## src/pkg/rmhi_pkg.sv

```systemverilog
package rmhi_pkg;
  // ==========================================================
  // Serial link timing
  localparam int unsigned CLK_HZ        = 10_000_000;
  localparam int unsigned BAUD_RATE     = 9600;
  localparam int unsigned BIT_CYCLES    = CLK_HZ / BAUD_RATE;
  localparam int unsigned HALF_CYCLES   = BIT_CYCLES / 2;
  localparam int unsigned INIT_CYCLES   = 16;
  // ==========================================================
  // Command byte layout: opcode in high nibble, count in low
  localparam int unsigned OPC_MSB       = 7;
  localparam int unsigned OPC_LSB       = 4;
  localparam int unsigned CNT_MSB       = 3;
  localparam int unsigned CNT_LSB       = 0;
  localparam logic [3:0]  OPC_RESET     = 4'h1;
  localparam logic [3:0]  OPC_CLR_FLAG  = 4'h2;
  localparam logic [3:0]  OPC_SLEEP     = 4'h3;
  localparam logic [3:0]  OPC_WAKE      = 4'h4;
  localparam logic [3:0]  OPC_ABORT     = 4'h5;
  localparam logic [3:0]  OPC_READ      = 4'h6;
  localparam logic [3:0]  OPC_WRITE     = 4'h7;
  localparam logic [7:0]  START_OF_MSG  = 8'h01;
  // ==========================================================
  // Radio packet layout
  localparam int unsigned REG_COUNT     = 16;
  localparam int unsigned REG_ADDR_IDX  = 0;
  localparam int unsigned REG_DEST_IDX  = 1;
  localparam logic [7:0]  REG_RESET_VAL = 8'h00;
  localparam logic [7:0]  ACK_CODE      = 8'h06;
  localparam int unsigned MAX_PAYLOAD   = 4;
  localparam int unsigned HOP_COUNT     = 8;
  localparam int unsigned ACK_WAIT      = 4000;

  typedef enum logic [3:0] {
    RMHI_INIT   = 4'h0,
    RMHI_IDLE   = 4'h1,
    RMHI_CNUM   = 4'h2,
    RMHI_CWDAT  = 4'h3,
    RMHI_CRDAT  = 4'h4,
    RMHI_TXHDR  = 4'h5,
    RMHI_TXPAY  = 4'h6,
    RMHI_TXCRC  = 4'h7,
    RMHI_ACKW   = 4'h8,
    RMHI_SLEEP  = 4'h9
  } rmhi_state_t;

  typedef struct packed {
    logic       valid;
    logic [7:0] data;
  } rmhi_byte_t;

  typedef struct packed {
    logic tx_active;
    logic tx_path;
    logic rx_enable;
    logic low_power;
  } rmhi_radio_t;
endpackage
```

## src/core/rmhi_core.sv

```systemverilog
`timescale 1ns/1ns
module rmhi_core
  import rmhi_pkg::*;
#(
  parameter int ACK_CYC = ACK_WAIT,
  parameter int BIT_CYC = BIT_CYCLES
) (
  input  wire logic       clk,
  input  wire logic       rst,
  input  wire logic       host_reset_n,
  input  wire logic       mode_select_pin,
  input  wire logic       host_rxd,
  output logic            host_txd,
  output logic            tx_in_progress,
  output logic            reset_occurred_flag,
  output logic            radio_tx_en,
  output logic            ant_tx_path,
  output logic            radio_rx_en,
  output logic            low_power,
  output logic [7:0]      hop_channel,
  output logic [7:0]      radio_tx_data,
  output logic            radio_tx_valid,
  input  wire logic [7:0] radio_rx_data,
  input  wire logic       radio_rx_valid,
  input  wire logic       radio_rx_last,
  input  wire logic       radio_rx_crc_ok
);
  // ==========================================================
  // Reset and input synchronisers
  logic [1:0] rs_q, ms_q, rx_q;
  logic       arst;
  always_ff @(posedge clk or posedge rst) begin
    if (rst) begin
      rs_q <= 2'h0;
      ms_q <= 2'h3;
      rx_q <= 2'h3;
    end else begin
      rs_q <= {rs_q[0], host_reset_n};
      ms_q <= {ms_q[0], mode_select_pin};
      rx_q <= {rx_q[0], host_rxd};
    end
  end
  // Only rst resets the FIFO; host reset acts on the synchronised level in the state register only
  assign arst = rst;

  // Hopping table kept as a constant, like program memory
  localparam logic [7:0] HOP_TBL [HOP_COUNT] = '{8'h03, 8'h1B, 8'h0A,
    8'h2C, 8'h11, 8'h25, 8'h06, 8'h30};

  // ==========================================================
  // State record
  typedef struct packed {
    rmhi_state_t st;
    logic [15:0] icnt;
    logic        rbusy;
    logic [15:0] rcnt;
    logic [3:0]  rbit;
    logic [7:0]  rsh;
    logic        tbusy;
    logic [15:0] tcnt;
    logic [3:0]  tbit;
    logic [9:0]  tsh;
    logic [3:0]  opc;
    logic [3:0]  cnt;
    logic [7:0]  ridx;
    logic [7:0]  pcnt;
    logic [7:0]  crc;
    logic [15:0] wait_c;
    logic [2:0]  hop;
    logic [7:0]  chan;
    logic        rflag;
    logic        rx_ok;
    logic [1:0]  rx_pos;
    logic        txd;
    rmhi_radio_t rad;
    logic [7:0]  rtxd;
    logic        rtxv;
  } rmhi_core_t;

  rmhi_core_t s_q, s_d;
  logic [7:0] regs_q [REG_COUNT];
  logic       reg_we;
  logic [7:0] reg_wa, reg_wd;
  logic       f_in_v, f_in_r, f_out_v, f_out_r;
  logic [7:0] f_in_d, f_out_d;
  logic       up_v;
  logic [7:0] up_d;
  logic       cmd_mode, rx_s, got;
  logic [7:0] gbyte;

  assign cmd_mode = ms_q[1];
  assign rx_s     = rx_q[1];

  rmhi_fifo #(.W(8), .D(4)) u_fifo (
    .clk      (clk),
    .rst      (arst),
    .in_valid (f_in_v),
    .in_ready (f_in_r),
    .in_data  (f_in_d),
    .out_valid(f_out_v),
    .out_ready(f_out_r),
    .out_data (f_out_d)
  );

  always_comb begin
    s_d     = s_q;
    reg_we  = 1'b0;
    reg_wa  = s_q.ridx;
    reg_wd  = 8'h00;
    f_in_v  = 1'b0;
    f_in_d  = 8'h00;
    f_out_r = 1'b0;
    up_v    = 1'b0;
    up_d    = 8'h00;
    got     = 1'b0;
    gbyte   = s_q.rsh;
    s_d.rtxv = 1'b0;
    // UART receiver, 8N1 at 9600 baud, sampled mid-bit
    if (!s_q.rbusy) begin
      if (!rx_s) begin
        s_d.rbusy = 1'b1;
        s_d.rcnt  = 16'(BIT_CYC / 2);
        s_d.rbit  = 4'h0;
      end
    end else if (s_q.rcnt != 16'h0) begin
      s_d.rcnt = s_q.rcnt - 16'h1;
    end else begin
      s_d.rcnt = 16'(BIT_CYC - 1);
      s_d.rbit = s_q.rbit + 4'h1;
      if (s_q.rbit == 4'h9) begin
        s_d.rbusy = 1'b0;
        got = rx_s;
      end else if (s_q.rbit != 4'h0) begin
        s_d.rsh = {rx_s, s_q.rsh[7:1]};
      end
    end
    // UART transmitter
    if (s_q.tbusy) begin
      if (s_q.tcnt != 16'h0) begin
        s_d.tcnt = s_q.tcnt - 16'h1;
      end else begin
        s_d.tcnt = 16'(BIT_CYC - 1);
        s_d.txd  = s_q.tsh[0];
        s_d.tsh  = {1'b1, s_q.tsh[9:1]};
        s_d.tbit = s_q.tbit + 4'h1;
        if (s_q.tbit == 4'h9) s_d.tbusy = 1'b0;
      end
    end
    // Radio receive filter: first byte is destination address
    if (radio_rx_valid && s_q.rad.rx_enable) begin
      s_d.rx_pos = (s_q.rx_pos == 2'h0) ? 2'h1 : 2'h2;
      if (s_q.rx_pos == 2'h0) begin
        s_d.rx_ok = (radio_rx_data == regs_q[REG_ADDR_IDX]);
      end else if (s_q.rx_ok && radio_rx_crc_ok && radio_rx_last
                   && s_q.st == RMHI_ACKW) begin
        if (radio_rx_data == ACK_CODE) begin
          s_d.st = RMHI_IDLE;
          s_d.rad.rx_enable = 1'b1;
        end
      end else if (s_q.rx_ok && radio_rx_crc_ok) begin
        up_v = 1'b1;
        up_d = radio_rx_data;
      end
      if (radio_rx_last) s_d.rx_pos = 2'h0;
    end
    if (up_v && !s_q.tbusy) begin
      s_d.tbusy = 1'b1;
      s_d.tcnt  = 16'(BIT_CYC - 1);
      s_d.tbit  = 4'h0;
      s_d.tsh   = {1'b1, up_d, 1'b0};
    end
    // Main sequencer
    case (s_q.st)
      RMHI_INIT: begin
        s_d.icnt = s_q.icnt + 16'h1;
        if (s_q.icnt == 16'(INIT_CYCLES)) begin
          s_d.st = RMHI_IDLE;
          s_d.rad.rx_enable = !cmd_mode;
        end
      end
      RMHI_IDLE: begin
        s_d.rad.rx_enable = !cmd_mode;
        if (got && cmd_mode) begin
          s_d.opc = gbyte[OPC_MSB:OPC_LSB];
          s_d.cnt = gbyte[CNT_MSB:CNT_LSB];
          if (gbyte == START_OF_MSG) begin
            s_d.st = RMHI_IDLE;
          end else if (gbyte[OPC_MSB:OPC_LSB] == OPC_RESET) begin
            s_d = '0;
            s_d.rflag = 1'b1;
            s_d.txd = 1'b1;
            s_d.st = RMHI_INIT;
          end else if (gbyte[OPC_MSB:OPC_LSB] == OPC_CLR_FLAG) begin
            s_d.rflag = 1'b0;
          end else if (gbyte[OPC_MSB:OPC_LSB] == OPC_SLEEP) begin
            s_d.st = RMHI_SLEEP;
            s_d.rad.low_power = 1'b1;
            s_d.rad.rx_enable = 1'b0;
          end else if ((gbyte[OPC_MSB:OPC_LSB] == OPC_READ
                     || gbyte[OPC_MSB:OPC_LSB] == OPC_WRITE)
                     && gbyte[CNT_MSB:CNT_LSB] != 4'h0) begin
            s_d.st = RMHI_CNUM;
          end
        end else if (got && f_in_r) begin
          f_in_v = 1'b1;
          f_in_d = gbyte;
        end
        if (!cmd_mode && f_out_v) begin
          s_d.st = RMHI_TXHDR;
          s_d.rad.tx_active = 1'b1;
          s_d.rad.tx_path   = 1'b1;
          s_d.rad.rx_enable = 1'b0;
          s_d.hop  = s_q.hop + 3'h1;
          s_d.pcnt = 8'h0;
          s_d.crc  = 8'h0;
        end
      end
      RMHI_CNUM: if (got) begin
        s_d.ridx = gbyte;
        s_d.st = (s_q.opc == OPC_WRITE) ? RMHI_CWDAT : RMHI_CRDAT;
      end
      RMHI_CWDAT: if (got) begin
        reg_we = 1'b1;
        reg_wd = gbyte;
        s_d.ridx = s_q.ridx + 8'h1;
        s_d.cnt  = s_q.cnt - 4'h1;
        if (s_q.cnt == 4'h1) s_d.st = RMHI_IDLE;
      end
      RMHI_CRDAT: if (!s_q.tbusy && !up_v) begin
        s_d.tbusy = 1'b1;
        s_d.tcnt  = 16'(BIT_CYC - 1);
        s_d.tbit  = 4'h0;
        s_d.tsh   = {1'b1, regs_q[s_q.ridx[3:0]], 1'b0};
        s_d.ridx  = s_q.ridx + 8'h1;
        s_d.cnt   = s_q.cnt - 4'h1;
        if (s_q.cnt == 4'h1) s_d.st = RMHI_IDLE;
      end
      RMHI_TXHDR: begin
        s_d.rtxv = 1'b1;
        s_d.rtxd = regs_q[REG_DEST_IDX];
        s_d.st   = RMHI_TXPAY;
      end
      RMHI_TXPAY: begin
        if (f_out_v && s_q.pcnt != 8'(MAX_PAYLOAD)) begin
          f_out_r  = 1'b1;
          s_d.rtxv = 1'b1;
          s_d.rtxd = f_out_d;
          s_d.crc  = s_q.crc ^ f_out_d;
          s_d.pcnt = s_q.pcnt + 8'h1;
        end else begin
          s_d.st = RMHI_TXCRC;
        end
      end
      RMHI_TXCRC: begin
        s_d.rtxv = 1'b1;
        s_d.rtxd = s_q.crc;
        s_d.st   = RMHI_ACKW;
        s_d.rad.tx_active = 1'b0;
        s_d.rad.tx_path   = 1'b0;
        s_d.rad.rx_enable = 1'b1;
        s_d.wait_c = 16'(ACK_CYC);
      end
      RMHI_ACKW: begin
        s_d.wait_c = s_q.wait_c - 16'h1;
        if (s_q.wait_c == 16'h0) s_d.st = RMHI_IDLE;
      end
      RMHI_SLEEP: if (got && cmd_mode
                      && gbyte[OPC_MSB:OPC_LSB] == OPC_WAKE) begin
        s_d.st = RMHI_IDLE;
        s_d.rad.low_power = 1'b0;
      end
      default: s_d.st = RMHI_INIT;
    endcase
    // Abort wins over any transmit stage
    if (got && cmd_mode && gbyte[OPC_MSB:OPC_LSB] == OPC_ABORT
        && s_q.rad.tx_active) begin
      s_d.st = RMHI_IDLE;
      s_d.rad.tx_active = 1'b0;
      s_d.rad.tx_path   = 1'b0;
      s_d.rtxv = 1'b0;
    end
    // Channel is registered so the output comes from a flop
    s_d.chan = HOP_TBL[s_d.hop];
  end

  always_ff @(posedge clk or posedge rst) begin
    if (rst) begin
      s_q       <= '0;
      s_q.rflag <= 1'b1;
      s_q.txd   <= 1'b1;
      s_q.chan  <= HOP_TBL[0];
    end else if (!rs_q[1]) begin
      s_q       <= '0;
      s_q.rflag <= 1'b1;
      s_q.txd   <= 1'b1;
      s_q.chan  <= HOP_TBL[0];
    end else begin
      s_q <= s_d;
    end
  end

  always_ff @(posedge clk or posedge rst) begin
    if (rst) begin
      for (int i = 0; i < REG_COUNT; i++) regs_q[i] <= REG_RESET_VAL;
    end else if (reg_we) begin
      regs_q[reg_wa[3:0]] <= reg_wd;
    end
  end

  assign host_txd            = s_q.txd;
  assign tx_in_progress      = s_q.rad.tx_active;
  assign reset_occurred_flag = s_q.rflag;
  assign radio_tx_en         = s_q.rad.tx_active;
  assign ant_tx_path         = s_q.rad.tx_path;
  assign radio_rx_en         = s_q.rad.rx_enable;
  assign low_power           = s_q.rad.low_power;
  assign hop_channel         = s_q.chan;
  assign radio_tx_data       = s_q.rtxd;
  assign radio_tx_valid      = s_q.rtxv;

  // ==========================================================
  // Checks
  chk_flag_clear: assert property (@(posedge clk) disable iff (rst)
    (rs_q[1] && s_q.st == RMHI_IDLE && got && cmd_mode
     && gbyte[OPC_MSB:OPC_LSB] == OPC_CLR_FLAG) |=> !reset_occurred_flag)
    else $error("reset flag not cleared");
  chk_hreset_flag: assert property (@(posedge clk) disable iff (rst)
    !rs_q[1] |=> reset_occurred_flag && !tx_in_progress)
    else $error("host reset did not set flag");
  chk_tx_path: assert property (@(posedge clk) disable iff (rst)
    radio_tx_valid && s_q.st == RMHI_TXPAY |-> ant_tx_path)
    else $error("streaming without transmit path");
  chk_tx_flag: assert property (@(posedge clk) disable iff (rst)
    tx_in_progress == (s_q.st inside {RMHI_TXHDR, RMHI_TXPAY, RMHI_TXCRC}))
    else $error("activity output mismatch");
  chk_ack_wait: assert property (@(posedge clk) disable iff (rst)
    s_q.st == RMHI_TXCRC && rs_q[1] && !$past(got) |=> radio_rx_en)
    else $error("receive not enabled after send");
  chk_sleep_in: assert property (@(posedge clk) disable iff (rst)
    s_q.st == RMHI_SLEEP |-> low_power)
    else $error("sleep without low power");
  chk_abort_tx: assert property (@(posedge clk) disable iff (rst)
    (rs_q[1] && got && cmd_mode && gbyte[OPC_MSB:OPC_LSB] == OPC_ABORT)
    |=> !tx_in_progress)
    else $error("abort left transmitter on");
  chk_mode_rx: assert property (@(posedge clk) disable iff (rst)
    s_q.st == RMHI_IDLE && rs_q[1] && !cmd_mode && !f_out_v
    && !(got && gbyte[OPC_MSB:OPC_LSB] == OPC_RESET) |=> radio_rx_en)
    else $error("data mode without receive");
  cov_tx:    cover property (@(posedge clk) s_q.st == RMHI_TXCRC);
  cov_write: cover property (@(posedge clk) reg_we);
  cov_sleep: cover property (@(posedge clk) s_q.st == RMHI_SLEEP);
  cov_fwd:   cover property (@(posedge clk) up_v);
endmodule

```

## src/core/rmhi_fifo.sv

```systemverilog
`timescale 1ns/1ns
module rmhi_fifo #(
  parameter int W = 8,
  parameter int D = 4
) (
  input  wire logic         clk,
  input  wire logic         rst,
  input  wire logic         in_valid,
  output logic              in_ready,
  input  wire logic [W-1:0] in_data,
  output logic              out_valid,
  input  wire logic         out_ready,
  output logic      [W-1:0] out_data
);
  localparam int AW = $clog2(D);
  logic [W-1:0] mem [D];
  logic [AW:0]  wp_q;
  logic [AW:0]  rp_q;
  logic         wr;
  logic         rd;

  assign in_ready  = (wp_q - rp_q) != (AW+1)'(D);
  assign out_valid = wp_q != rp_q;
  assign out_data  = mem[rp_q[AW-1:0]];
  assign wr        = in_valid && in_ready;
  assign rd        = out_valid && out_ready;

  always_ff @(posedge clk or posedge rst) begin
    if (rst) begin
      wp_q <= '0;
      rp_q <= '0;
    end else begin
      if (wr) wp_q <= wp_q + 1'b1;
      if (rd) rp_q <= rp_q + 1'b1;
    end
  end

  always_ff @(posedge clk) begin
    if (wr) mem[wp_q[AW-1:0]] <= in_data;
  end
endmodule

```

## config.mk

```make
export PLATFORM = sky130hd
export DESIGN_NAME = rmhi_core
export DESIGN_NICKNAME = d
export VERILOG_FILES = /design/src/pkg/rmhi_pkg.sv /design/src/core/rmhi_core.sv /design/src/core/rmhi_fifo.sv
export SDC_FILE = /design/constraint.sdc
export NUM_CORES = 1
export LEC_CHECK = 0
export ABC_AREA = 1
export BUFFER_PORTS_ARGS = -buffer_cell sky130_fd_sc_hd__buf_4
export CORE_AREA = 10 10 248 250
export CTS_CLUSTER_SIZE = 14
export DETAILED_ROUTE_END_ITERATION = 8
export DIE_AREA = 0 0 258 260
export GPL_TIMING_DRIVEN = 1
export PLACE_DENSITY = 0.51
export SYNTH_ARGS = -nofsm -noshare
export SYNTH_HDL_FRONTEND = slang
export SYNTH_SLANG_ARGS = --single-unit
```

## constraint.sdc

```tcl
create_clock -name clk -period 9.7 [get_ports clk]
set_input_delay 1.94 -clock clk [delete_from_list [all_inputs] [get_ports clk]]
set_output_delay 1.94 -clock clk [all_outputs]
set_load 0.01 [all_outputs]
```

# Word-level counts from Yosys, hierarchy flattened
# Memories as Yosys holds them, arrays and structs flattened.
# Index checks and enable logic that the tools add are counted.
dict set report op_classes {
  add_sub_neg 13
  mux 117
  n_bitwise 3
  eq_ne 55
  reduce_logical 38
  magnitude_cmp 3
}
# op n
set ops {}
lappend ops {{two-way mux 157 bit} 2}
lappend ops {{two-way mux 153 bit} 1}
lappend ops {{two-way mux 8 bit} 18}
lappend ops {{two-way mux 135 bit} 1}
lappend ops {{bitwise mux 128 bit} 1}
lappend ops {{two-way mux 31 bit} 3}
lappend ops {{two-way mux 16 bit} 5}
lappend ops {{two-way mux 4 bit} 20}
lappend ops {{one-hot mux 16 bit (2 select lines)} 2}
lappend ops {{one-hot mux 31 bit (2 select lines)} 1}
lappend ops {{two-way mux 12 bit} 4}
lappend ops {{one-hot mux 16 bit (3 select lines)} 1}
lappend ops {{subtractor 16 x 1 -> 16 bit (second input constant)} 3}
lappend ops {{two-way mux 21 bit} 2}
lappend ops {{one-hot mux 4 bit (10 select lines)} 1}
lappend ops {{== test 4 x 3 -> 1 bit (second input constant)} 9}
lappend ops {{one-hot mux 9 bit (4 select lines)} 1}
lappend ops {{binary-select mux 8 bit (select 4 bit)} 1}
lappend ops {{demux 8 bit (select 4 bit)} 1}
lappend ops {{two-way mux 1 bit} 32}
lappend ops {{one-hot mux 8 bit (4 select lines)} 1}
lappend ops {{nonzero test 16 bit} 2}
lappend ops {{two-way mux 29 bit} 1}
lappend ops {{inequality test 3 bit (second input constant)} 9}
lappend ops {{other kinds (49)} 107}
dict set report totals {
  register_bits 297
  output_inout_bits 24
  mem_bits_ro 64
  mem_count 2
  in_bits 16
  ram_bits 32
  elab_cells 280
}
# memory words word_bits rd rd_clocked_by_memory_dff write_ports line
set memory_table {}
lappend memory_table {{(no name shown)} 8 8 1 0 0 rmhi_core.sv:283} ;# s_d.chan = HOP_TBL[s_d.hop];
lappend memory_table {u_fifo.mem 4 8 1 0 1 rmhi_fifo.sv:16} ;# logic [W-1:0] mem [D];

# Longest topological paths before layout
# Gate-level depths: netlist of the first run.
dict set report depth {
  ltp_word 19
  ltp_mapped 16
  ltp_nobuf 16
}

# Modules after synthesis
# From an unflattened synthesis of the first run, not the netlist that was laid out.
dict set report hier_totals {
  hier_cells 2104
  area_unflattened_um2 17083.9
}
# module instances area_per_inst_um2 seq_area_each_um2 cells_per_inst
set modules_own_cells {}
lappend modules_own_cells {rmhi_core 1 15438.6 7116.8 1965}
lappend modules_own_cells {rmhi_fifo 1 1645.3 1111.1 139}

# Worst setup path before layout of the first run
# Ideal clock, no wire load.
dict set report synth_path {
  path_kind {input port to flip-flop}
  startpoint {input radio_rx_valid}
  endpoint {register s_q[100] in the netlist's numbering}
  n_path_buf 1
  required_time_ps 9580
  cell_stages 12
  setup_ps 120
  setup_slack_ps 6385
  t_arrival_ps 3195
  path_cell_list {nand2_1 -> inv_1 -> nand2_1 -> nor2_1 -> nand2_1 -> nor2_1 -> inv_1 -> nand2_1 -> nor2_1 -> nand2_1 -> buf_4 -> nor2_1}
}
dict set report synth_between {
  elab_chain_cells 9
  elab_cells_between_ends 12
  classes_between {mux (8); reduce/logical (4)}
}
# element line
set synth_lines {}
lappend synth_lines {{from (decl)} rmhi_core.sv:24} ;# input wire logic radio_rx_valid,
lappend synth_lines {{logical AND 1 bit *} rmhi_core.sv:150} ;# if (radio_rx_valid && s_q.rad.rx_enable) begin
lappend synth_lines {{two-way mux 1 bit *} rmhi_core.sv:150}
lappend synth_lines {{logical AND 1 bit} rmhi_core.sv:166} ;# if (up_v && !s_q.tbusy) begin
lappend synth_lines {{two-way mux 31 bit} rmhi_core.sv:166}
lappend synth_lines {{two-way mux 135 bit} rmhi_core.sv:188} ;# end else if (gbyte[OPC_MSB:OPC_LSB] == OPC_RESET) begin
lappend synth_lines {{two-way mux 153 bit} rmhi_core.sv:186} ;# if (gbyte == START_OF_MSG) begin
lappend synth_lines {{two-way mux 157 bit} rmhi_core.sv:183} ;# if (got && cmd_mode) begin
lappend synth_lines {{one-hot mux 31 bit (2 select lines) *} rmhi_core.sv:173} ;# case (s_q.st)
lappend synth_lines {{two-way mux 157 bit *} rmhi_core.sv:292} ;# end else if (!rs_q[1]) begin
lappend synth_lines {{to (decl)} rmhi_core.sv:80} ;# rmhi_core_t s_q, s_d;
# Every way passes the cells marked *; elsewhere a longest branch is shown, timed or not. The select of a mux whose other input is x is not followed.
# A chain may end at the register's enable or synchronous reset.

# Worst setup path after layout of the first run
dict set report layout_path {
  startpoint {input radio_rx_valid}
  endpoint {register s_q[93] in the netlist's numbering}
}
# Same word-level chain as after synthesis.

==> impl_metrics.env, run 1 <==
export IMPL_switching_share_pct=24.6
export IMPL_synth_avg_cell_area_sq_um=8.20
export IMPL_synth_enable_flop_cells=32
export IMPL_synthFlopType="dfrtp_1"
export IMPL_synth_compound_area_share_pct=14.6
export IMPL_rsz0062_at_grt="false"
export IMPL_clock_latency_ns=0.57
export IMPL_synth_area_leader_cell="dfrtp_1"
export IMPL_setup_tns_final_ns=0
export IMPL_cp_end_kind="flop"
export IMPL_vias_per_cell=4.94
export IMPL_dpl_cell_area_sq_mm=0.0177
export IMPL_maxSlewHeadroom_pct=27.0
export IMPL_sequentialPowerShare_pct=45.1
export IMPL_synth_top_family_by_area="simple AND/OR/NAND/NOR gates"
export IMPL_synth_xor_area_share_pct=2.92
export IMPL_start_util_pct=29.8
export IMPL_drt_pass1_iterations=7
export IMPL_cts_tree="built"
export IMPL_synth_cells=2049
export IMPL_worst_hold_path_type="reg -> reg"
export IMPL_pin_count=40
export IMPL_fin_cells=2838
export IMPL_ctsResizeCount=0
export IMPL_finalCritPeriodShare_pct=38.8
export IMPL_worst_ep_arrival_time_ns=4.20
export IMPL_post_cts_buffers=0
export IMPL_yosysTopAreaCellShare_pct=42.0
export IMPL_netSwitchingPower_uw=760
export IMPL_path_class="in -> reg"
export IMPL_grt_antenna_before_repair=0
export IMPL_routed_wl_mm=47.5
export IMPL_cts_hold_fix_buffers=0
export IMPL_cp_required_ns=10.13
export IMPL_diodes=0
export IMPL_min_period_ns=3.76
export IMPL_drive_gt1_share_pct=8.45
export IMPL_yosysWarningCount=0
export IMPL_rows=87
export IMPL_synthDistinctLibCells=58
export IMPL_clk_pin_slew_ns=0.06
export IMPL_cts_htree_levels=2
export IMPL_cts_path_max_buffers=3
export IMPL_gp_congestion=0.873
export IMPL_yosys_top_cells_count="nand2_1 (539), dfrtp_1 (282), nor2_1 (210)"
export IMPL_die_width_um=258
export IMPL_p_comb_share_pct=6.4
export IMPL_total_leakage_power_uw=0.00839
export IMPL_clockRootBuffer="clkbuf_16"
export IMPL_ir_drop_v=0.000113
export IMPL_netlist_area_sq_mm=0.0168
export IMPL_coreArea_sq_mm=0.0563
export IMPL_wl_per_cell_um=16.8
export IMPL_status="completed"
export IMPL_p_int_uw=2330
export IMPL_synth_area_top_cells="dfrtp_1 (42%), nand2_1 (12%), o21ai_0 (6.0%)"
export IMPL_die_h_um=260
export IMPL_grt_pass1_vias=14000
export IMPL_numCtsBuffers=39
export IMPL_async_flop_share_pct=90.1
export IMPL_yosysSeqAreaShare_pct=49.0
export IMPL_antenna_left=0
export IMPL_skew_ns=0.0387
export IMPL_power_frac_clock_pct=48.5
export IMPL_drc_errors=0
export IMPL_gr_total_overflow=0
export IMPL_p_per_area_mw_per_mm2=163
export IMPL_fmax_ghz=0.266
export IMPL_grt_max_degree=164
export IMPL_r2r_cells=7
export IMPL_final_area_sq_mm=0.0190
export IMPL_hold_depth=0
export IMPL_synth_mux_area_share_pct=0.127
export IMPL_final_net_count=2099
export IMPL_dpl_cell_count=2767
export IMPL_dp_hpwl_mm=32.4
export IMPL_finalSetupViolCount=0
export IMPL_yosysMostFrequentCell="nand2_1"
export IMPL_area_delta_synth_final_pct=13.1
export IMPL_clock_sinks=322
export IMPL_maxSlewViolCount=0
export IMPL_worstMarginPinSlew_ns=1.09
export IMPL_port_buffers=37
export IMPL_start_kind="primary input"
export IMPL_track_usage_pct=14.2
export IMPL_grt_first_pass_wirelength_mm=78.1
export IMPL_hold_viol_final=0
export IMPL_cp_max_fo=19
export IMPL_vias=14000
export IMPL_synth_simple_area_share_pct=24.4
export IMPL_die_area_sq_mm=0.0671
export IMPL_ys_ff_latch=322
export IMPL_synthAdderAreaFrac_pct=2.31
export IMPL_drt_iter0_markers=1011
export IMPL_cap_violations=0
-- power groups by stage --
stage | combinational (uW) | clock, uW | sequential, uW
2_1_floorplan | 147 | 0 | 1410
3_3_place_gp | 200 | 0 | 1420
3_5_place_dp | 203 | 0 | 1420
4_1_cts | 203 | 1540 | 1390
5_1_grt | 230 | 1600 | 1400
6_report | 199 | 1500 | 1390
-- flip-flops by register name, indices dropped and copies added, names as in the netlist, 2 cells and up --
| signal | flops |
|---|---|
| gbyte | 8 |
| hop_channel | 6 |
| ms_q | 2 |
| radio_tx_data | 8 |
| reg_wa | 4 |
| regs_q | 128 |
| rs_q | 2 |
| rx_q | 2 |
| s_q | 118 |
| u_fifo.mem | 32 |
| u_fifo.rp_q | 3 |
| u_fifo.wp_q | 3 |
-- metal layers --
layer / track usage (%) / wire length [um]
met1: 18.7 / 21500
met3: 2.34 / 2050
met4: 4.33 / 1180
met5: 0 / 0
met2: 23.7 / 22800
-- cell type report --
class | instances | area (sq um)
fillers | 5944 | 37300
flip-flops and latches | 322 | 8230
multi-input cells | 1463 | 7460
clock buffers | 54 | 1090
well taps | 756 | 946
inverters | 175 | 666
repair buffers | 51 | 395
clock inverters | 17 | 208
-- path summary, 6_finish.rpt --
check / startpoint / end / slack (ns)
setup reg to reg: s_q[132]$_DFF_PP0_ / u_fifo.mem[3][4]$_DFFE_PP_ / 6.21
min in group asynchronous: rst / s_q[30]$_DFFE_PP0P_ / 1.63
hold / removal: rx_q[0]$_DFF_PP1_ / rx_q[1]$_DFF_PP1_ / 0.36
hold reg to reg: rx_q[0]$_DFF_PP1_ / rx_q[1]$_DFF_PP1_ / 0.36
setup / recovery: radio_rx_valid / s_q[93]$_DFF_PP0_ / 5.94
max in group asynchronous: rst / s_q[87]$_DFF_PP0_ / 6.58
-- layout by cell type (no fill, tap or decap), types with 4 or more instances in the layout --
| cell type | count |
|---|---|
| nand4_1 | 32 |
| clkbuf_8 | 6 |
| nor4_1 | 8 |
| o211ai_1 | 12 |
| or2_2 | 7 |
| o31ai_1 | 6 |
| clkinv_2 | 8 |
| o21ai_1 | 11 |
| buf_4 | 50 |
| inv_1 | 161 |
| clkbuf_1 | 9 |
| a221oi_1 | 9 |
| dfrtp_1 | 280 |
| nand3_2 | 12 |
| a21boi_0 | 8 |
| xor2_1 | 45 |
| ha_1 | 31 |
| a211oi_1 | 10 |
| edfxtp_1 | 32 |
| nor2_1 | 210 |
| o21ai_0 | 202 |
| clkbuf_16 | 39 |
| a21oi_1 | 71 |
| clkinv_1 | 4 |
| a32o_1 | 33 |
| o22ai_1 | 8 |
| nor3_1 | 38 |
| dfstp_2 | 8 |
| a32oi_1 | 6 |
| xnor2_1 | 11 |
| a22oi_1 | 14 |
| bufinv_16 | 4 |
| nor2_2 | 10 |
| nand2_1 | 539 |
| nand3_1 | 98 |
| inv_2 | 8 |
-- per-stage QoR --
stage	power, uW	setup slack [ns]	util (%)	hold WS, ns
CTS	3140	5.95	33.8	0.357
global placement	1620	5.33	31.5	0.337
global route	3230	5.61	33.8	0.364
detailed placement	1620	5.34	31.5	0.349
finish	3090	5.94	33.8	0.356
floorplan	1560	3.92	-	0.331
-- kinds of logic (layout without fill, tap and decap cells) --
group,Yosys count,in the layout
AO/OA/AOI/OAI,407,407
XOR/XNOR,56,56
adder cells (fa/ha/maj),31,31
buffers and inverters,265,297
flip-flops,322,322
multiplexers,2,2
other,1,2
AND/OR/NAND/NOR,965,965
-- critical path, stage by stage --
cell	delay [ns]
buf_4	0.08
nand2_1	0.08
inv_1	0.07
nand2_1	0.06
nor2_1	0.20
nand2_1	0.16
nor2_1	0.82
inv_1	0.18
nand2_1	0.14
nor2_1	0.06
nand2_1	0.33
nor2_1	0.08
(Power assumes the default switching activity.)
==> run 2: changes to the inputs <==
--- a/config.mk
+++ b/config.mk
@@ -12,7 +12,7 @@
 export DETAILED_ROUTE_END_ITERATION = 8
 export DIE_AREA = 0 0 258 260
 export GPL_TIMING_DRIVEN = 1
-export PLACE_DENSITY = 0.51
+export PLACE_DENSITY = 0.5
 export SYNTH_ARGS = -nofsm -noshare
 export SYNTH_HDL_FRONTEND = slang
 export SYNTH_SLANG_ARGS = --single-unit
==> constraint.sdc (replaced) <==
create_clock -name clk -period 3.83 [get_ports clk]
set_input_delay 0.766 -clock clk [delete_from_list [all_inputs] [get_ports clk]]
set_output_delay 0.766 -clock clk [all_outputs]
set_load 0.01 [all_outputs]
==> run 2 against run 1 <==
- sequential cell count stayed put
- critical path depth down 3
- global-route usage up 0.17 points
- die area is the same
- core utilization is 0.30 points higher
- worst hold slack lost 0.074 ns
- critical endpoint is now u_fifo.mem[1][7]$_DFFE_PP_
- largest power group unchanged
==> impl_metrics.env, run 2 (same netlist as run 1, synthesis figures left out) <==
export IMPL_clock_latency_ns=0.58
export IMPL_clk_pin_slew_ns=0.06
export IMPL_ir_drop_v=0.000270
export IMPL_worst_path_buf_inv=3
export IMPL_largest_register_ffs=128
export IMPL_dp_worst_setup_slack_ns=0.775
export IMPL_grt_max_degree=88
export IMPL_drt_iter0_markers=1123
export IMPL_vias=14100
export IMPL_final_cell_mix="nand2_1 (539), dfrtp_1 (280), nor2_1 (210)"
export IMPL_drc_errors=0
export IMPL_cts_htree_levels=2
export IMPL_diodes=0
export IMPL_vias_per_cell=4.94
export IMPL_netSwitchingPower_uw=1910
export IMPL_start_kind="flop"
export IMPL_post_route_util_pct=34.1
export IMPL_post_cts_buffers=0
export IMPL_routed_wl_mm=48.9
export IMPL_final_common_cell="nand2_1"
export IMPL_worst_ep_arrival_time_ns=3.20
export IMPL_final_net_count=2120
export IMPL_gr_total_overflow=0
export IMPL_p_comb_share_pct=6.7
export IMPL_drt_pass1_iterations=5
export IMPL_fmax_ghz=0.331
export IMPL_maxSlewHeadroom_pct=38.2
export IMPL_p_int_uw=5860
export IMPL_gp_congestion=0.906
export IMPL_cap_violations=0
export IMPL_status="completed"
export IMPL_grt_antenna_before_repair=0
export IMPL_pin_count=40
export IMPL_min_period_ns=3.02
export IMPL_final_area_sq_mm=0.0192
export IMPL_wl_met2_mm=23.5
export IMPL_num_fill_cells=5904
export IMPL_area_delta_synth_final_pct=14.1
export IMPL_highest_layer="met4"
export IMPL_numCtsBuffers=40
export IMPL_die_h_um=260
export IMPL_wl_per_cell_um=17.1
export IMPL_antenna_left=0
export IMPL_die_width_um=258
export IMPL_finalSetupViolCount=0
export IMPL_cp_max_fo=18
export IMPL_switching_share_pct=24.6
export IMPL_skew_ns=0.0306
export IMPL_grt_pass1_vias=13800
export IMPL_cts_tree="built"
export IMPL_cp_required_ns=4.01
export IMPL_setup_ws_ns=0.808
export IMPL_dp_hpwl_mm=34.3
export IMPL_die_area_sq_mm=0.0671
export IMPL_path_cells="clkinv_1, ha_1, inv_1, nor2_1, o21ai_0, nand4_1, nand4_1, buf_4, nor2_1"
export IMPL_p_per_area_mw_per_mm2=406
export IMPL_port_buffers=37
export IMPL_grt_first_pass_wirelength_mm=78.5
export IMPL_worst_hold_path_type="in -> async"
export IMPL_power_frac_clock_pct=47.9
export IMPL_clock_sinks=322
export IMPL_cts_hold_fix_buffers=0
export IMPL_cts_path_max_buffers=3
export IMPL_crit_family="simple AND/OR/NAND/NOR gates"
export IMPL_sequentialPowerShare_pct=45.4
export IMPL_rsz0062_at_grt="false"
export IMPL_largest_register="regs_q"
export IMPL_ctsResizeCount=0
export IMPL_hold_viol_final=0
export IMPL_wl_met3_mm=2.22
export IMPL_critPathMaxStageDelay_ns=0.57
export IMPL_coreArea_sq_mm=0.0563
export IMPL_drt_met1_wl_mm=22.0
export IMPL_power_total_uw=7770
export IMPL_slowest_stage="nor2_1"
export IMPL_dpl_cell_area_sq_mm=0.0179
export IMPL_cp_end_kind="flop"
export IMPL_rows=87
export IMPL_worstMarginPinSlew_ns=0.924
export IMPL_total_leakage_power_uw=0.00849
export IMPL_drive_gt1_share_pct=9.13
export IMPL_clockRootBuffer="clkbuf_16"
export IMPL_path_class="reg -> reg"
export IMPL_track_usage_pct=14.4
export IMPL_start_util_pct=29.8
export IMPL_finalCritPeriodShare_pct=78.9
export IMPL_maxSlewViolCount=0
[run 2: per-layer routing]
layer	track usage (%)	vias up
li1	-	6860
met1	18.8	6854
met2	24.2	331
met3	2.26	69
met4	4.35	0
met5	0	-
[run 2: worst reg2reg max path, cell delays in order, from the launching register on]
cell      delay, ns
dfrtp_1        0.35
clkinv_1       0.38
ha_1           0.50
inv_1          0.05
nor2_1         0.11
o21ai_0        0.09
nand4_1        0.15
nand4_1        0.18
buf_4          0.25
nor2_1         0.57
[run 2: cell type report]
type                            count  area (sq um)  share of cell area (%)
Tap cell                          756           946                    4.93
Multi-Input combinational cell   1463          7460                    38.9
Sequential cell                   322          8230                    42.9
Inverter                          175           666                    3.47
Timing Repair Buffer               71           571                    2.98
Clock inverter                      7          90.1                   0.470
Clock buffer                       64          1200                    6.27
[run 2: metrics by stage]
| step | hold WS [ns] | TNS (ns) | instances |
|---|---|---|---|
| final | 0.282 | 0 | 2858 |
| after global routing | 0.293 | 0 | 2858 |
| after CTS | 0.281 | 0 | 2858 |
| after detailed placement | 0.339 | 0 | 2787 |
| after global placement | 0.344 | 0 | 2787 |
| after floorplan | 0.331 | -219.02 | 2050 |
[run 2: power groups by stage]
stage	registers (uW)	clock network, uW	logic, uW
4_1_cts	3530	3840	530
3_5_place_dp	3590	0	527
2_1_floorplan	3580	0	373
3_3_place_gp	3590	0	525
6_report	3530	3720	522
5_1_grt	3530	3990	601
[run 2: path summary, 6_finish.rpt]
kind | cells past startpoint | to | from | slack [ns]
worst max-delay path | 9 | u_fifo.mem[1][7]$_DFFE_PP_ | u_fifo.rp_q[1]$_DFFE_PP0P_ | 0.81
min in group clk | 1 | rx_q[0]$_DFF_PP1_ | host_rxd | 0.32
worst max register to register | 9 | u_fifo.mem[1][7]$_DFFE_PP_ | u_fifo.rp_q[1]$_DFFE_PP0P_ | 0.81
max in group asynchronous | 3 | regs_q[58]$_DFFE_PP0P_ | rst | 2.69
worst min register to register | 0 | rs_q[1]$_DFF_PP0_ | rs_q[0]$_DFF_PP0_ | 0.35
worst min-delay path | 2 | s_q[60]$_DFFE_PP0P_ | rst | 0.28
==> run 3: changes to the inputs <==
==> constraint.sdc (replaced) <==
create_clock -name clk -period 2.8 [get_ports clk]
set_input_delay 0.56 -clock clk [delete_from_list [all_inputs] [get_ports clk]]
set_output_delay 0.56 -clock clk [all_outputs]
set_load 0.01 [all_outputs]
==> run 3 against run 2 <==
- final area is 2.1% higher
- via count is 0.87% higher
- clock-buffer cell count is 3 lower
- sequential cell count stayed put
- sequential power is 37% higher
- critical path depth is 2 higher
- core utilization is 0.72 points higher
- worst hold slack worse by 0.24 ns
- routed wire length is 1.0% higher
- largest cell class unchanged
- largest power group unchanged
==> impl_metrics.env, run 3 (same netlist as run 1, synthesis figures left out) <==
export IMPL_final_area_sq_mm=0.0196
export IMPL_die_width_um=258
export IMPL_dpl_cell_area_sq_mm=0.0182
export IMPL_gp_congestion=0.899
export IMPL_drt_pass1_iterations=5
export IMPL_hold_viol_final=0
export IMPL_cts_path_max_buffers=3
export IMPL_ir_drop_v=0.000389
export IMPL_cp_num_cells=11
export IMPL_antenna_left=0
export IMPL_setup_ws_ns=0.184
export IMPL_dpl_cell_count=2822
export IMPL_clockRootBuffer="clkbuf_16"
export IMPL_final_net_count=2156
export IMPL_largest_register_ffs=128
export IMPL_cts_hold_fix_buffers=0
export IMPL_worstMarginPinSlew_ns=0.796
export IMPL_start_kind="flop"
export IMPL_finalCritPeriodShare_pct=93.4
export IMPL_skew_ns=0.0248
export IMPL_seqCellArea_sq_mm=0.00823
export IMPL_cts_tree="built"
export IMPL_path_cells="inv_1, ha_1, nand3_1, nor2_1, nand3_2, nor3_4, buf_4, nand4_1, buf_6, nor2_1, buf_4"
export IMPL_maxSlewViolCount=0
export IMPL_grt_antenna_before_repair=0
export IMPL_dp_worst_setup_slack_ns=0.169
export IMPL_coreArea_sq_mm=0.0563
export IMPL_r2r_cells=11
export IMPL_largest_register="regs_q"
export IMPL_drt_iter0_markers=910
export IMPL_cp_end_kind="flop"
export IMPL_clock_sinks=322
export IMPL_worst_hold_path_type="in -> async"
export IMPL_slowest_stage="dfrtp_1"
export IMPL_pin_count=40
export IMPL_r2r_start="s_q[120]$_DFF_PP0_"
export IMPL_crit_end="u_fifo.mem[1][6]$_DFFE_PP_"
export IMPL_p_per_area_mw_per_mm2=558
export IMPL_vias=14200
export IMPL_port_buffers=37
export IMPL_final_cell_mix="nand2_1 (539), dfrtp_1 (280), nor2_1 (206)"
export IMPL_rows=87
export IMPL_area_delta_synth_final_pct=16.5
export IMPL_finalSetupViolCount=0
export IMPL_track_usage_pct=14.8
export IMPL_gr_total_overflow=0
export IMPL_fmax_ghz=0.382
export IMPL_clock_latency_ns=0.56
export IMPL_numCtsBuffers=40
export IMPL_status="completed"
export IMPL_final_common_cell="nand2_1"
export IMPL_worst_path_buf_inv=4
export IMPL_critPathMaxStageDelay_ns=0.40
export IMPL_cts_htree_levels=2
export IMPL_path_class="reg -> reg"
export IMPL_worst_ep_arrival_time_ns=2.86
export IMPL_die_h_um=260
export IMPL_cap_violations=0
export IMPL_multi_input_area_sq_mm=0.00748
export IMPL_routed_wl_mm=49.4
export IMPL_r2r_end="u_fifo.mem[1][6]$_DFFE_PP_"
export IMPL_maxSlewHeadroom_pct=46.9
export IMPL_drc_errors=0
export IMPL_setup_tns_final_ns=0
export IMPL_grt_max_degree=81
export IMPL_grt_first_pass_wirelength_mm=80.2
export IMPL_r2r_slack_ns=0.18
export IMPL_cp_required_ns=3.04
export IMPL_vias_per_cell=4.91
export IMPL_diodes=0
export IMPL_fin_cells=2897
export IMPL_start_util_pct=29.8
export IMPL_num_fill_cells=5957
export IMPL_grt_pass1_vias=14300
export IMPL_min_period_ns=2.62
export IMPL_die_area_sq_mm=0.0671
export IMPL_wl_per_cell_um=17.1
export IMPL_clk_pin_slew_ns=0.05
export IMPL_cp_startpoint="s_q[120]$_DFF_PP0_"
export IMPL_post_route_util_pct=34.8
export IMPL_cp_max_fo=14
export IMPL_dp_hpwl_mm=34.8
export IMPL_rsz0062_at_grt="false"
export IMPL_drive_gt1_share_pct=11.2
export IMPL_total_leakage_power_uw=0.00879
export IMPL_crit_family="simple AND/OR/NAND/NOR gates"
run 3: changes by cell type in the layout (fill, tap and decap cells not counted), sizes merged:
cell / delta
bufinv: +2
clkinv: +3
clkbuf: -3
inv: +1
buf: +36
run 3: how the worst min path moves through the flow:
stage	startpoint	end	slack, ns	depth (start not counted)
finish	rst	gbyte[0]$_DFF_PP0_	0.04	2
global route	rst	gbyte[0]$_DFF_PP0_	0.04	2
CTS	rst	gbyte[0]$_DFF_PP0_	0.03	2
detailed placement	rs_q[0]$_DFF_PP0_	rs_q[1]$_DFF_PP0_	0.34	0
global placement	rs_q[0]$_DFF_PP0_	rs_q[1]$_DFF_PP0_	0.35	0
floorplan	rs_q[0]$_DFF_PP0_	rs_q[1]$_DFF_PP0_	0.33	0
run 3: metal layers:
metal / GRT usage (%) / up-vias / wire, um
met3: 2.46 / 102 / 1880
met2: 24.7 / 251 / 23300
met4: 5.31 / 0 / 1710
met1: 19.0 / 6923 / 22500
met5: 0 / - / 0
li1: - / 6961 / -
run 3: layout make-up:
type / count / area share (%)
Clock buffer: 61 / 6.19
Inverter: 175 / 3.40
Tap cell: 756 / 4.83
Sequential cell: 322 / 42.0
Timing Repair Buffer: 107 / 4.51
Clock inverter: 13 / 0.805
Multi-Input combinational cell: 1463 / 38.2
run 3: repair_timing:
item	CTS	global route
hold endpoints to repair	0	0
endpoints found under the setup margin	0	71
buffers inserted	0	1
resized for setup	0	6
run 3: per-stage QoR:
step                hold WS [ns]  power (uW)
floorplan                  0.331        5410
global placement           0.346        5650
CTS                       0.0262       11100
finish                    0.0443       10900
global route              0.0441       11400
detailed placement         0.340        5660
run 3: report_power, final:
group	internal, uW	switching, uW	leakage, uW
clock	3280	2070	0.000679
combinational	229	516	0.00377
sequential	4770	54.5	0.00434
total	8280	2640	0.00879
